[config.mk]
export PLATFORM = sky130hd
export DESIGN_NAME = maintenance_channel_filter
export DESIGN_NICKNAME = d
export VERILOG_FILES = /design/src/hw/mbit_pkg.sv /design/src/hw/maintenance_channel_filter.sv
export SDC_FILE = /design/constraint.sdc
export NUM_CORES = 2
export LEC_CHECK = 0
export ABC_AREA = 1
export BUFFER_PORTS_ARGS = -buffer_cell sky130_fd_sc_hd__buf_2
export CORE_MARGIN = 2
export CORE_UTILIZATION = 40
export DETAILED_ROUTE_END_ITERATION = 12
export HOLD_SLACK_MARGIN = 0.05
export PLACE_DENSITY_LB_ADDON = 0.25
export SETUP_SLACK_MARGIN = 0.02
export SKIP_CTS_REPAIR_TIMING = 1
export SLEW_MARGIN = 20
export SYNTH_ARGS = -nofsm -noshare
export SYNTH_HDL_FRONTEND = slang
export SYNTH_SLANG_ARGS = --single-unit
[constraint.sdc]
create_clock -name clk -period 4.3 [get_ports clk]
set_clock_uncertainty 0.15 [all_clocks]
set_input_delay 0.43 -clock clk [delete_from_list [all_inputs] [get_ports clk]]
set_output_delay 0.43 -clock clk [all_outputs]
set_load 0.005 [all_outputs]
[src/hw/mbit_pkg.sv]
// Summary of operation
// - Automode reports ops word after three-match check
// - Transparent mode forwards ops word every 6 ms
// - On-change mode reports only differing ops words
// - Three-match mode reports after three identical words
// - New M4 value repeats three transmitted superframes
// - Leaving power-down sets all overhead bits one
// - Per-bit M4 validation by filter field mode
// - Bit 5 picks state-machine M4 validation mode
// - M5/M6 use two-match when M4 is three-match, or on-change
// - M5/M6 reports CRC covered whenever M4 is
// - CRC-covered reports delayed one superframe
// - Auto strap presets ops-word filter field
// - CRC strap presets upper five config bits
// - Straps once; config applied on deactivated entry
// - State-machine M4 passes at basic frame end
// - Bit 5 with CRC informs next superframe end
// - Transmit mask zero takes commanded M4 value
// - Transmit mask bit 6 selects SUBSCRIBER_ACTIVITY_INDICATOR source
// - Receive mask gates reports; bit 6 forces SUBSCRIBER_ACTIVITY_INDICATOR
// - Commanded M4 loads next superframe; spares overwrite
// - Overhead message carries latest validated bits
// - Messages only while receiver synchronised
// - Ops word from four frames; overhead per superframe
package mbit_pkg;
  localparam int unsigned PORTS = 4;
  localparam int unsigned CLK_HZ = 10_000_000;
  localparam int unsigned OPS_PERIOD_MS = 6;
  localparam int unsigned OPS_PERIOD_CYC = CLK_HZ / 1000 * OPS_PERIOD_MS;
  localparam int unsigned OPS_W = 12;
  localparam int unsigned OH_W = 12;
  // Configuration field positions
  localparam int unsigned EOC_LSB = 0;
  localparam int unsigned M4_LSB = 3;
  localparam int unsigned SM_SEL_BIT = 5;
  localparam int unsigned M56_LSB = 6;
  localparam logic [2:0] EOC_AUTO = 3'h4;
  localparam logic [2:0] EOC_TRANSP = 3'h1;
  localparam logic [2:0] EOC_ONCHG = 3'h2;
  localparam logic [2:0] EOC_TLL = 3'h3;
  localparam logic [4:0] CRC_PRESET_ON = 5'h06;
  localparam logic [4:0] CRC_PRESET_OFF = 5'h00;
  localparam logic [7:0] MASK_RESET = 8'hFF;
  localparam logic [OH_W-1:0] OH_ONES = 12'hFFF;
  localparam int unsigned SAI_BIT = 6;
  localparam logic [1:0] REPEAT_CNT = 2'h3;
  // Register-access message selector
  localparam logic [1:0] REG_FILT = 2'h0;
  localparam logic [1:0] REG_TXMASK = 2'h1;
  localparam logic [1:0] REG_RXMASK = 2'h2;
endpackage

[src/hw/maintenance_channel_filter.sv]
module maintenance_channel_filter (
  // Clock and reset
  input wire logic clk,
  input wire logic srst,
  // Strap pins
  input wire logic auto_strap,
  input wire logic crc_filter_strap,
  // Register access message, shared by all ports
  input wire logic reg_wr,
  input wire logic [1:0] reg_port,
  input wire logic [1:0] reg_sel,
  input wire logic [7:0] reg_wdata,
  output logic [7:0] reg_rdata,
  // Per-port line timing and receive data
  input wire logic [mbit_pkg::PORTS-1:0] frame_end,
  input wire logic [mbit_pkg::PORTS-1:0] sframe_end,
  input wire logic [mbit_pkg::PORTS-1:0] crc_ok,
  input wire logic [mbit_pkg::PORTS-1:0] rx_sync,
  input wire logic [mbit_pkg::PORTS-1:0] deact_entry,
  input wire logic [mbit_pkg::PORTS-1:0] pwr_up,
  input wire logic [mbit_pkg::PORTS*3-1:0] rx_m123,
  input wire logic [mbit_pkg::PORTS*8-1:0] rx_m4,
  input wire logic [mbit_pkg::PORTS*4-1:0] rx_m56,
  // Return-message reference word
  input wire logic [mbit_pkg::PORTS*12-1:0] tx_ops_ref,
  // Overhead-bit commands
  input wire logic [mbit_pkg::PORTS-1:0] oh_cmd,
  input wire logic [mbit_pkg::PORTS*12-1:0] oh_cmd_bits,
  input wire logic [mbit_pkg::PORTS-1:0] sai_sel_cmd,
  input wire logic [mbit_pkg::PORTS-1:0] sai_sel_val,
  input wire logic [mbit_pkg::PORTS*8-1:0] fsm_m4,
  // Reports
  output logic [mbit_pkg::PORTS-1:0] ops_msg,
  output logic [mbit_pkg::PORTS*12-1:0] ops_word,
  output logic [mbit_pkg::PORTS-1:0] oh_msg,
  output logic [mbit_pkg::PORTS*12-1:0] oh_word,
  output logic [mbit_pkg::PORTS*8-1:0] fsm_rx_m4,
  output logic [mbit_pkg::PORTS*12-1:0] tx_oh
);
  import mbit_pkg::*;

  // ***********************************
  // Strap capture, once after reset
  // ***********************************
  logic strap_done_ff;
  logic auto_s1_ff, auto_s2_ff, crc_s1_ff, crc_s2_ff;
  always_ff @(posedge clk) begin
    auto_s1_ff <= auto_strap;
    auto_s2_ff <= auto_s1_ff;
    crc_s1_ff <= crc_filter_strap;
    crc_s2_ff <= crc_s1_ff;
    if (srst) begin
      strap_done_ff <= 1'b0;
    end else begin
      strap_done_ff <= 1'b1;
    end
  end
  wire logic strap_load = ~srst & ~strap_done_ff;
  wire logic [7:0] strap_val = {crc_s2_ff ? CRC_PRESET_ON : CRC_PRESET_OFF,
                                auto_s2_ff ? EOC_AUTO : EOC_TRANSP};

  logic [7:0] rd_mux [PORTS];
  assign reg_rdata = rd_mux[reg_port];

  // ***********************************
  // One filter instance per line port
  // ***********************************
  genvar p;
  generate
    for (p = 0; p < PORTS; p++) begin : g_port
      logic [7:0] filt_ff, act_ff, txm_ff, rxm_ff;
      wire logic wr_me = reg_wr && (reg_port == 2'(p));
      assign rd_mux[p] = (reg_sel == REG_TXMASK) ? txm_ff :
                         (reg_sel == REG_RXMASK) ? rxm_ff : filt_ff;
      always_ff @(posedge clk) begin
        if (srst) begin
          filt_ff <= 8'h00;
          txm_ff <= MASK_RESET;
          rxm_ff <= MASK_RESET;
          act_ff <= 8'h00;
        end else begin
          if (strap_load) begin
            filt_ff <= strap_val;
          end else if (wr_me && reg_sel == REG_FILT) begin
            filt_ff <= reg_wdata;
          end
          if (strap_load || deact_entry[p]) begin
            act_ff <= strap_load ? strap_val : filt_ff;
          end
          if (sai_sel_cmd[p]) begin
            txm_ff[SAI_BIT] <= sai_sel_val[p];
          end else if (wr_me && reg_sel == REG_TXMASK) begin
            txm_ff <= reg_wdata;
          end
          if (wr_me && reg_sel == REG_RXMASK) begin
            rxm_ff <= reg_wdata;
          end
        end
      end

      wire logic [2:0] eoc_mode = act_ff[EOC_LSB +: 3];
      wire logic m4_tll = act_ff[M4_LSB];
      wire logic m4_crc = act_ff[M4_LSB+1];
      wire logic sm_same = act_ff[SM_SEL_BIT];
      wire logic m56_chg = act_ff[M56_LSB];

      // Ops word assembly from four basic frames
      logic [OPS_W-1:0] asm_ff, ops_prev_ff, ops_cand_ff, ops_rep_ff;
      logic [1:0] fcnt_ff, ocnt_ff;
      logic [22:0] tmr_ff;
      logic word_ff;
      wire logic [OPS_W-1:0] asm_nxt = {asm_ff[8:0], rx_m123[p*3 +: 3]};
      wire logic word_done = frame_end[p] && fcnt_ff == 2'h3;
      wire logic same_prev = asm_nxt == ops_prev_ff;
      wire logic tll_hit = (asm_nxt == ops_cand_ff) && ocnt_ff >= 2'h1;
      wire logic echo_hit = asm_nxt == tx_ops_ref[p*12 +: 12];
      wire logic ops_tick = tmr_ff == 23'(OPS_PERIOD_CYC - 1);
      logic ops_fire;
      always_comb begin
        ops_fire = 1'b0;
        unique case (eoc_mode)
          EOC_AUTO: ops_fire = word_done && tll_hit &&
                               (echo_hit || asm_nxt != ops_rep_ff);
          EOC_ONCHG: ops_fire = word_done && !same_prev;
          EOC_TLL: ops_fire = word_done && tll_hit &&
                              asm_nxt != ops_rep_ff;
          default: ops_fire = 1'b0;
        endcase
      end
      wire logic transp = eoc_mode == EOC_TRANSP;
      always_ff @(posedge clk) begin
        if (srst) begin
          fcnt_ff <= 2'h0;
          ocnt_ff <= 2'h0;
          tmr_ff <= 23'h0;
          asm_ff <= 12'hFFF;
          ops_prev_ff <= 12'hFFF;
          ops_cand_ff <= 12'hFFF;
          ops_rep_ff <= 12'hFFF;
          word_ff <= 1'b0;
          ops_msg[p] <= 1'b0;
          ops_word[p*12 +: 12] <= 12'h000;
        end else begin
          ops_msg[p] <= 1'b0;
          tmr_ff <= ops_tick ? 23'h0 : tmr_ff + 23'h1;
          if (frame_end[p]) begin
            asm_ff <= asm_nxt;
            fcnt_ff <= sframe_end[p] ? 2'h0 : fcnt_ff + 2'h1;
          end
          if (word_done) begin
            word_ff <= 1'b1;
            ops_prev_ff <= asm_nxt;
            ops_cand_ff <= asm_nxt;
            ocnt_ff <= (asm_nxt == ops_cand_ff) ?
                       ((ocnt_ff == 2'h2) ? 2'h2 : ocnt_ff + 2'h1) : 2'h0;
          end
          if (rx_sync[p] && ((transp && ops_tick && word_ff) ||
                             (!transp && ops_fire))) begin
            ops_msg[p] <= 1'b1;
            ops_word[p*12 +: 12] <= transp ? ops_prev_ff : asm_nxt;
            ops_rep_ff <= transp ? ops_prev_ff : asm_nxt;
          end
        end
      end

      // Overhead bits: M4 (8) then M5/M6 spares (4)
      logic [7:0] m4_val_ff, m4_p1_ff, m4_p2_ff, m4_sm_ff;
      logic [7:0] m4_pend_ff;
      logic [3:0] m56_val_ff, m56_p1_ff;
      logic [7:0] m4_sf_ff;
      logic [3:0] m56_sf_ff;
      logic crc_pend_ff;
      wire logic [7:0] m4_in = rx_m4[p*8 +: 8];
      wire logic [3:0] m56_in = rx_m56[p*4 +: 4];
      logic [7:0] m4_ok, sm_ok;
      for (genvar b = 0; b < 8; b++) begin : g_bit
        wire logic tll3 = (m4_in[b] == m4_p1_ff[b]) &&
                          (m4_p1_ff[b] == m4_p2_ff[b]);
        assign m4_ok[b] = m4_tll ? tll3 : 1'b1;
        assign sm_ok[b] = sm_same ? m4_ok[b] : tll3;
      end
      wire logic m56_ok = m56_chg ? 1'b1 : m4_tll ? (m56_in == m56_p1_ff)
                          : 1'b1;
      wire logic [7:0] m4_nv = (m4_val_ff & ~m4_ok) | (m4_in & m4_ok);
      wire logic [3:0] m56_nv = m56_ok ? m56_in : m56_val_ff;
      wire logic [7:0] sm_nv = (m4_sm_ff & ~sm_ok) | (m4_in & sm_ok);
      wire logic m4_rep = |((m4_nv ^ m4_sf_ff) & rxm_ff);
      wire logic m56_rep = m56_nv != m56_sf_ff;
      always_ff @(posedge clk) begin
        if (srst || pwr_up[p]) begin
          m4_val_ff <= 8'hFF;
          m4_p1_ff <= 8'hFF;
          m4_p2_ff <= 8'hFF;
          m4_sm_ff <= 8'hFF;
          m4_pend_ff <= 8'hFF;
          m56_val_ff <= 4'hF;
          m56_p1_ff <= 4'hF;
          m4_sf_ff <= 8'hFF;
          m56_sf_ff <= 4'hF;
          crc_pend_ff <= 1'b0;
          oh_msg[p] <= 1'b0;
          oh_word[p*12 +: 12] <= OH_ONES;
        end else begin
          oh_msg[p] <= 1'b0;
          if (frame_end[p]) begin
            // State machine sees approved bits at basic-frame end
            if (!(sm_same && m4_crc)) begin
              m4_sm_ff <= sm_nv;
            end
          end
          if (sframe_end[p]) begin
            m4_p2_ff <= m4_p1_ff;
            m4_p1_ff <= m4_in;
            m56_p1_ff <= m56_in;
            if (m4_crc) begin
              // Hold one superframe until its CRC arrives
              m4_pend_ff <= m4_nv;
              m56_val_ff <= m56_nv;
              crc_pend_ff <= 1'b1;
              if (crc_pend_ff && crc_ok[p]) begin
                m4_val_ff <= m4_pend_ff;
                if (sm_same) begin
                  m4_sm_ff <= m4_pend_ff;
                end
                if (rx_sync[p] && ((|((m4_pend_ff ^ m4_sf_ff) & rxm_ff))
                                   || m56_val_ff != m56_sf_ff)) begin
                  oh_msg[p] <= 1'b1;
                  oh_word[p*12 +: 12] <= {m4_pend_ff, m56_val_ff};
                  m4_sf_ff <= m4_pend_ff;
                  m56_sf_ff <= m56_val_ff;
                end
              end
            end else begin
              m4_val_ff <= m4_nv;
              m56_val_ff <= m56_nv;
              if (rx_sync[p] && (m4_rep || m56_rep)) begin
                oh_msg[p] <= 1'b1;
                oh_word[p*12 +: 12] <= {m4_nv, m56_nv};
                m4_sf_ff <= m4_nv;
                m56_sf_ff <= m56_nv;
              end
            end
          end
        end
      end
      assign fsm_rx_m4[p*8 +: 8] = rxm_ff[SAI_BIT] ? m4_sm_ff :
             (m4_sm_ff | (8'h01 << SAI_BIT));

      // Transmit side: command latch applied per superframe
      logic [11:0] cmd_ff, tx_ff;
      logic [7:0] m4_last_ff;
      logic [1:0] rep_ff;
      wire logic [7:0] tx_sel = (txm_ff & fsm_m4[p*8 +: 8]) |
                                (~txm_ff & cmd_ff[11:4]);
      always_ff @(posedge clk) begin
        if (srst || pwr_up[p]) begin
          cmd_ff <= OH_ONES;
          tx_ff <= OH_ONES;
          m4_last_ff <= 8'hFF;
          rep_ff <= 2'h0;
        end else begin
          if (oh_cmd[p]) begin
            cmd_ff <= oh_cmd_bits[p*12 +: 12];
          end
          if (sframe_end[p]) begin
            // Hold a new M4 value for three superframes
            if (rep_ff != 2'h0) begin
              rep_ff <= rep_ff - 2'h1;
              tx_ff[3:0] <= cmd_ff[3:0];
            end else begin
              tx_ff <= {tx_sel, cmd_ff[3:0]};
              if (tx_sel != m4_last_ff) begin
                rep_ff <= REPEAT_CNT - 2'h1;
                m4_last_ff <= tx_sel;
              end
            end
          end
        end
      end
      assign tx_oh[p*12 +: 12] = tx_ff;

    end
  endgenerate
endmodule

==> metrics <==
Final Max Tran Viols 0; post-route ant nets 0; Reg clk slew, reported paths ~0.060 ns; Synth Net Count roughly 5,600; Max-Cap Viols 0; DR vias 36,970; WL final ~120,000 microns; Yosys reg bits 809; Pint approximately 13 mW; Pwr Density 387.3 nW/um^2; Synth Area in Compound Gates 14.60%; Net count, final around 6,000; measured slew at the worst slew-check pin 1.073 ns; gpl congestion 0.9105; Rel. slew slack 28.46%; Overflow after GRT 0; final worst path period need 2.929 ns; synth unique cells 54; number of cell rows 113; final hold vios 0; DRT iter0 DRCs 2,842; Max clock buf depth 3; Area after DPL just over 40,000 sq um; Initial Utilization 40.39%; CTS Root Cell clkbuf_16; half-perimeter wire length after placement between 80,000 and 90,000 microns; fin cells 7,140; leakage 20.96 nW; largest net degree at the start of global routing slightly below 90; CP Class flop to flop; drc violations 0; Core Util, Final a little under half; Critical Path Source g_port[0].act_ff[1]; unrepaired setup endpoints after global routing false; Critical R2R Capture ops_word[6]; placed insts 6,820; Final Instance Area 45,560 sq um; mux cell area share after synthesis 0%; fraction of power spent switching nets 26.92%; hold_sp oh_cmd[0]; post-layout power roughly 18 mW; Max VDD drop 312.5 uV; input/output buffers 432; CP max stage cell nor3_2; sequential area share after synthesis between 40% and 50%; Die Height 314.0 microns; largest family of logic cells by synthesized area simple AND/OR/NAND/NOR gates; net switching power 4.750 mW; number of global-route vias before repair 33,140; R2R cell count 6; Synth Area in Simple Gates between 30% and 40%; crit end category flop; global-route wire length before repair 186,100 microns; Post-Synth XOR/XNOR Area under 10%; Worst path max stage delay 0.74 ns; CP required 4.72 ns; Peak Freq 0.3414 GHz; worst min-delay path class primary input to flop; core area between 90,000 and 100,000 sq um; CTS HTree Levels 3; clk sink count between 800 and 900; Final setup viols 0; Tcrit/Tclk final 68.12%; CP max FO 25; Gate power share between 10 and 15%; die area 98,570 sq um; drt pass-1 iters 5; Cell Chain, Critical Path nor3_2 -> inv_1 -> o21a_1 -> nand2_2 -> nand2_1 -> a21oi_1; share of cells above drive strength 1 between 10% and 20%; area delta synth->final 18.55%; routed len/inst 16.94 microns; Hold EP g_port[0].cmd_ff[6]; CP arrival 3.35 ns; Worst Hold Depth 3; TritonCTS Buffers 92; Reg2Reg Launch Point g_port[0].act_ff[1]; Post-Synth Adder-Cell Area 0.6511%; status completed; Flop pwr share 45.3%; number of antenna violations at the first check in global routing 10; gr usage total 23.45%; clock power share 43.4%; IO Pins 433; vias per inst 5.178; setup_tns 0 ns; most frequent cells in the layout nand2_1, dfxtp_1, nand3_1, buf_2, inv_1; commonest non-fill, non-tap cell in the layout nand2_1; die width about 310 microns; Worst R2R Setup Slack 1.37 ns; Mapped Area slightly below 40,000 sq um; clk_lat worst skew 0.68 ns; CTS tree done; Post-Syn Area per Cell 7.143 sq um; YS warnings 0; Gate Count Post-Synth 5,380; Worst Setup Start Kind flop
registers in the layout, indices dropped and copies added (netlist names), 28 cells and up:
| name | cells |
|---|---|
| g_port.tx_ff | 48 |
| ops_word | 48 |
| g_port.txm_ff | 32 |
| g_port.rxm_ff | 32 |
| g_port.asm_ff | 36 |
| g_port.tmr_ff | 92 |
| g_port.m4_p1_ff | 32 |
| g_port.act_ff | 28 |
| g_port.cmd_ff | 48 |
| g_port.m4_p2_ff | 32 |
| g_port.m4_sm_ff | 32 |
| g_port.ops_rep_ff | 48 |
| g_port.m4_pend_ff | 32 |
| g_port.filt_ff | 32 |
| g_port.m4_last_ff | 32 |
| g_port.m4_val_ff | 32 |
| oh_word | 48 |
| g_port.ops_cand_ff | 48 |
layout make-up:
cell class | instances | area (sq um)
multi-input cells | 3831 | 19230
diodes | 9 | 22.52
repair buffers | 617 | 3930
fillers | 9485 | 49590
clock buffers | 140 | 2673
well taps | 1265 | 1583
inverters | 447 | 1683
clock inverters | 22 | 241.5
flip-flops and latches | 809 | 16200
synthesized netlist by cell type, drive strengths merged:
cell type  count  share of area [%]
nand4         47               0.77
xor2          81                1.8
o311ai        29               0.66
o21bai         1              0.020
and2           5              0.081
and3           1              0.016
nor2         313                3.4
ha            20               0.65
nor3b         10               0.20
o21a          13               0.25
clkbuf       186                1.8
a41oi          1              0.023
o211ai       221                4.4
nor4          29               0.49
nand3b         5              0.098
or2           56               0.91
a221oi        15               0.34
nor3          68                1.0
o2111a         2              0.059
a31oi          9               0.15
a21oi        310                4.0
xnor2        104                2.4
clkinv         7              0.068
inv          440                4.3
buf          107                1.7
a31o           1              0.023
a211oi        24               0.47
o31ai          1              0.020
o21ai        301                4.0
dfxtp        809                 42
o22ai          7               0.11
o2111ai        1              0.023
nand3        577                7.7
nand2       1579                 16
power groups by stage:
stage                     combinational, mW  sequential [mW]  clock (mW)
after floorplan                        1.30             8.05           0
after global placement                 1.85             8.15           0
after detailed placement               1.86             8.15           0
after CTS                              1.87             7.99        7.86
after global routing                   2.23             8.02        8.18
final                                  1.99             7.99        7.67
per-layer routing:
layer / part of all wire, % / track usage (%) / up-vias
met5: 0.048 / 0 / -
met4: 3.1 / 8.591 / 8
met3: 6.2 / 3.741 / 190
met2: 46 / 37.51 / 995
met1: 45 / 31.85 / 17140
li1: - / - / 18640
stage by stage:
step | worst slack, ns | hold slack, ns
final | 1.371 | 0.03913
after global placement | 1.361 | 0.1654
after floorplan | 2.082 | 0.1596
after CTS | 1.368 | -0.3252
after global routing | 1.015 | 0.05172
after detailed placement | 1.381 | 0.1800
worst max-delay path by stage:
| stage | endpoint | slack [ns] |
|---|---|---|
| after detailed placement | ops_word[7] | 1.38 |
| after floorplan | reg_rdata[6] | 2.08 |
| after global routing | ops_word[10] | 1.01 |
| after global placement | ops_word[9] | 1.36 |
| after CTS | ops_word[6] | 1.37 |
| final | ops_word[6] | 1.37 |
cell families (layout without fill, tap and decap cells):
group / after synthesis / count (layout)
AO/OA/AOI/OAI: 936 / 936
XOR/XNOR: 185 / 185
adder cells (fa/ha/maj): 20 / 20
buffers and inverters: 740 / 1226
flip-flops: 809 / 809
other: 0 / 9
AND/OR/NAND/NOR: 2690 / 2690
worst max-delay path: cells and delay by family, from the launching register on:
family / cells / cell delay [ns]
compound gates: 2 / 0.59
buf+inv: 1 / 0.41
flops: 1 / 0.40
simple gates: 3 / 1.27
Power figures use the tool's default switching activity.
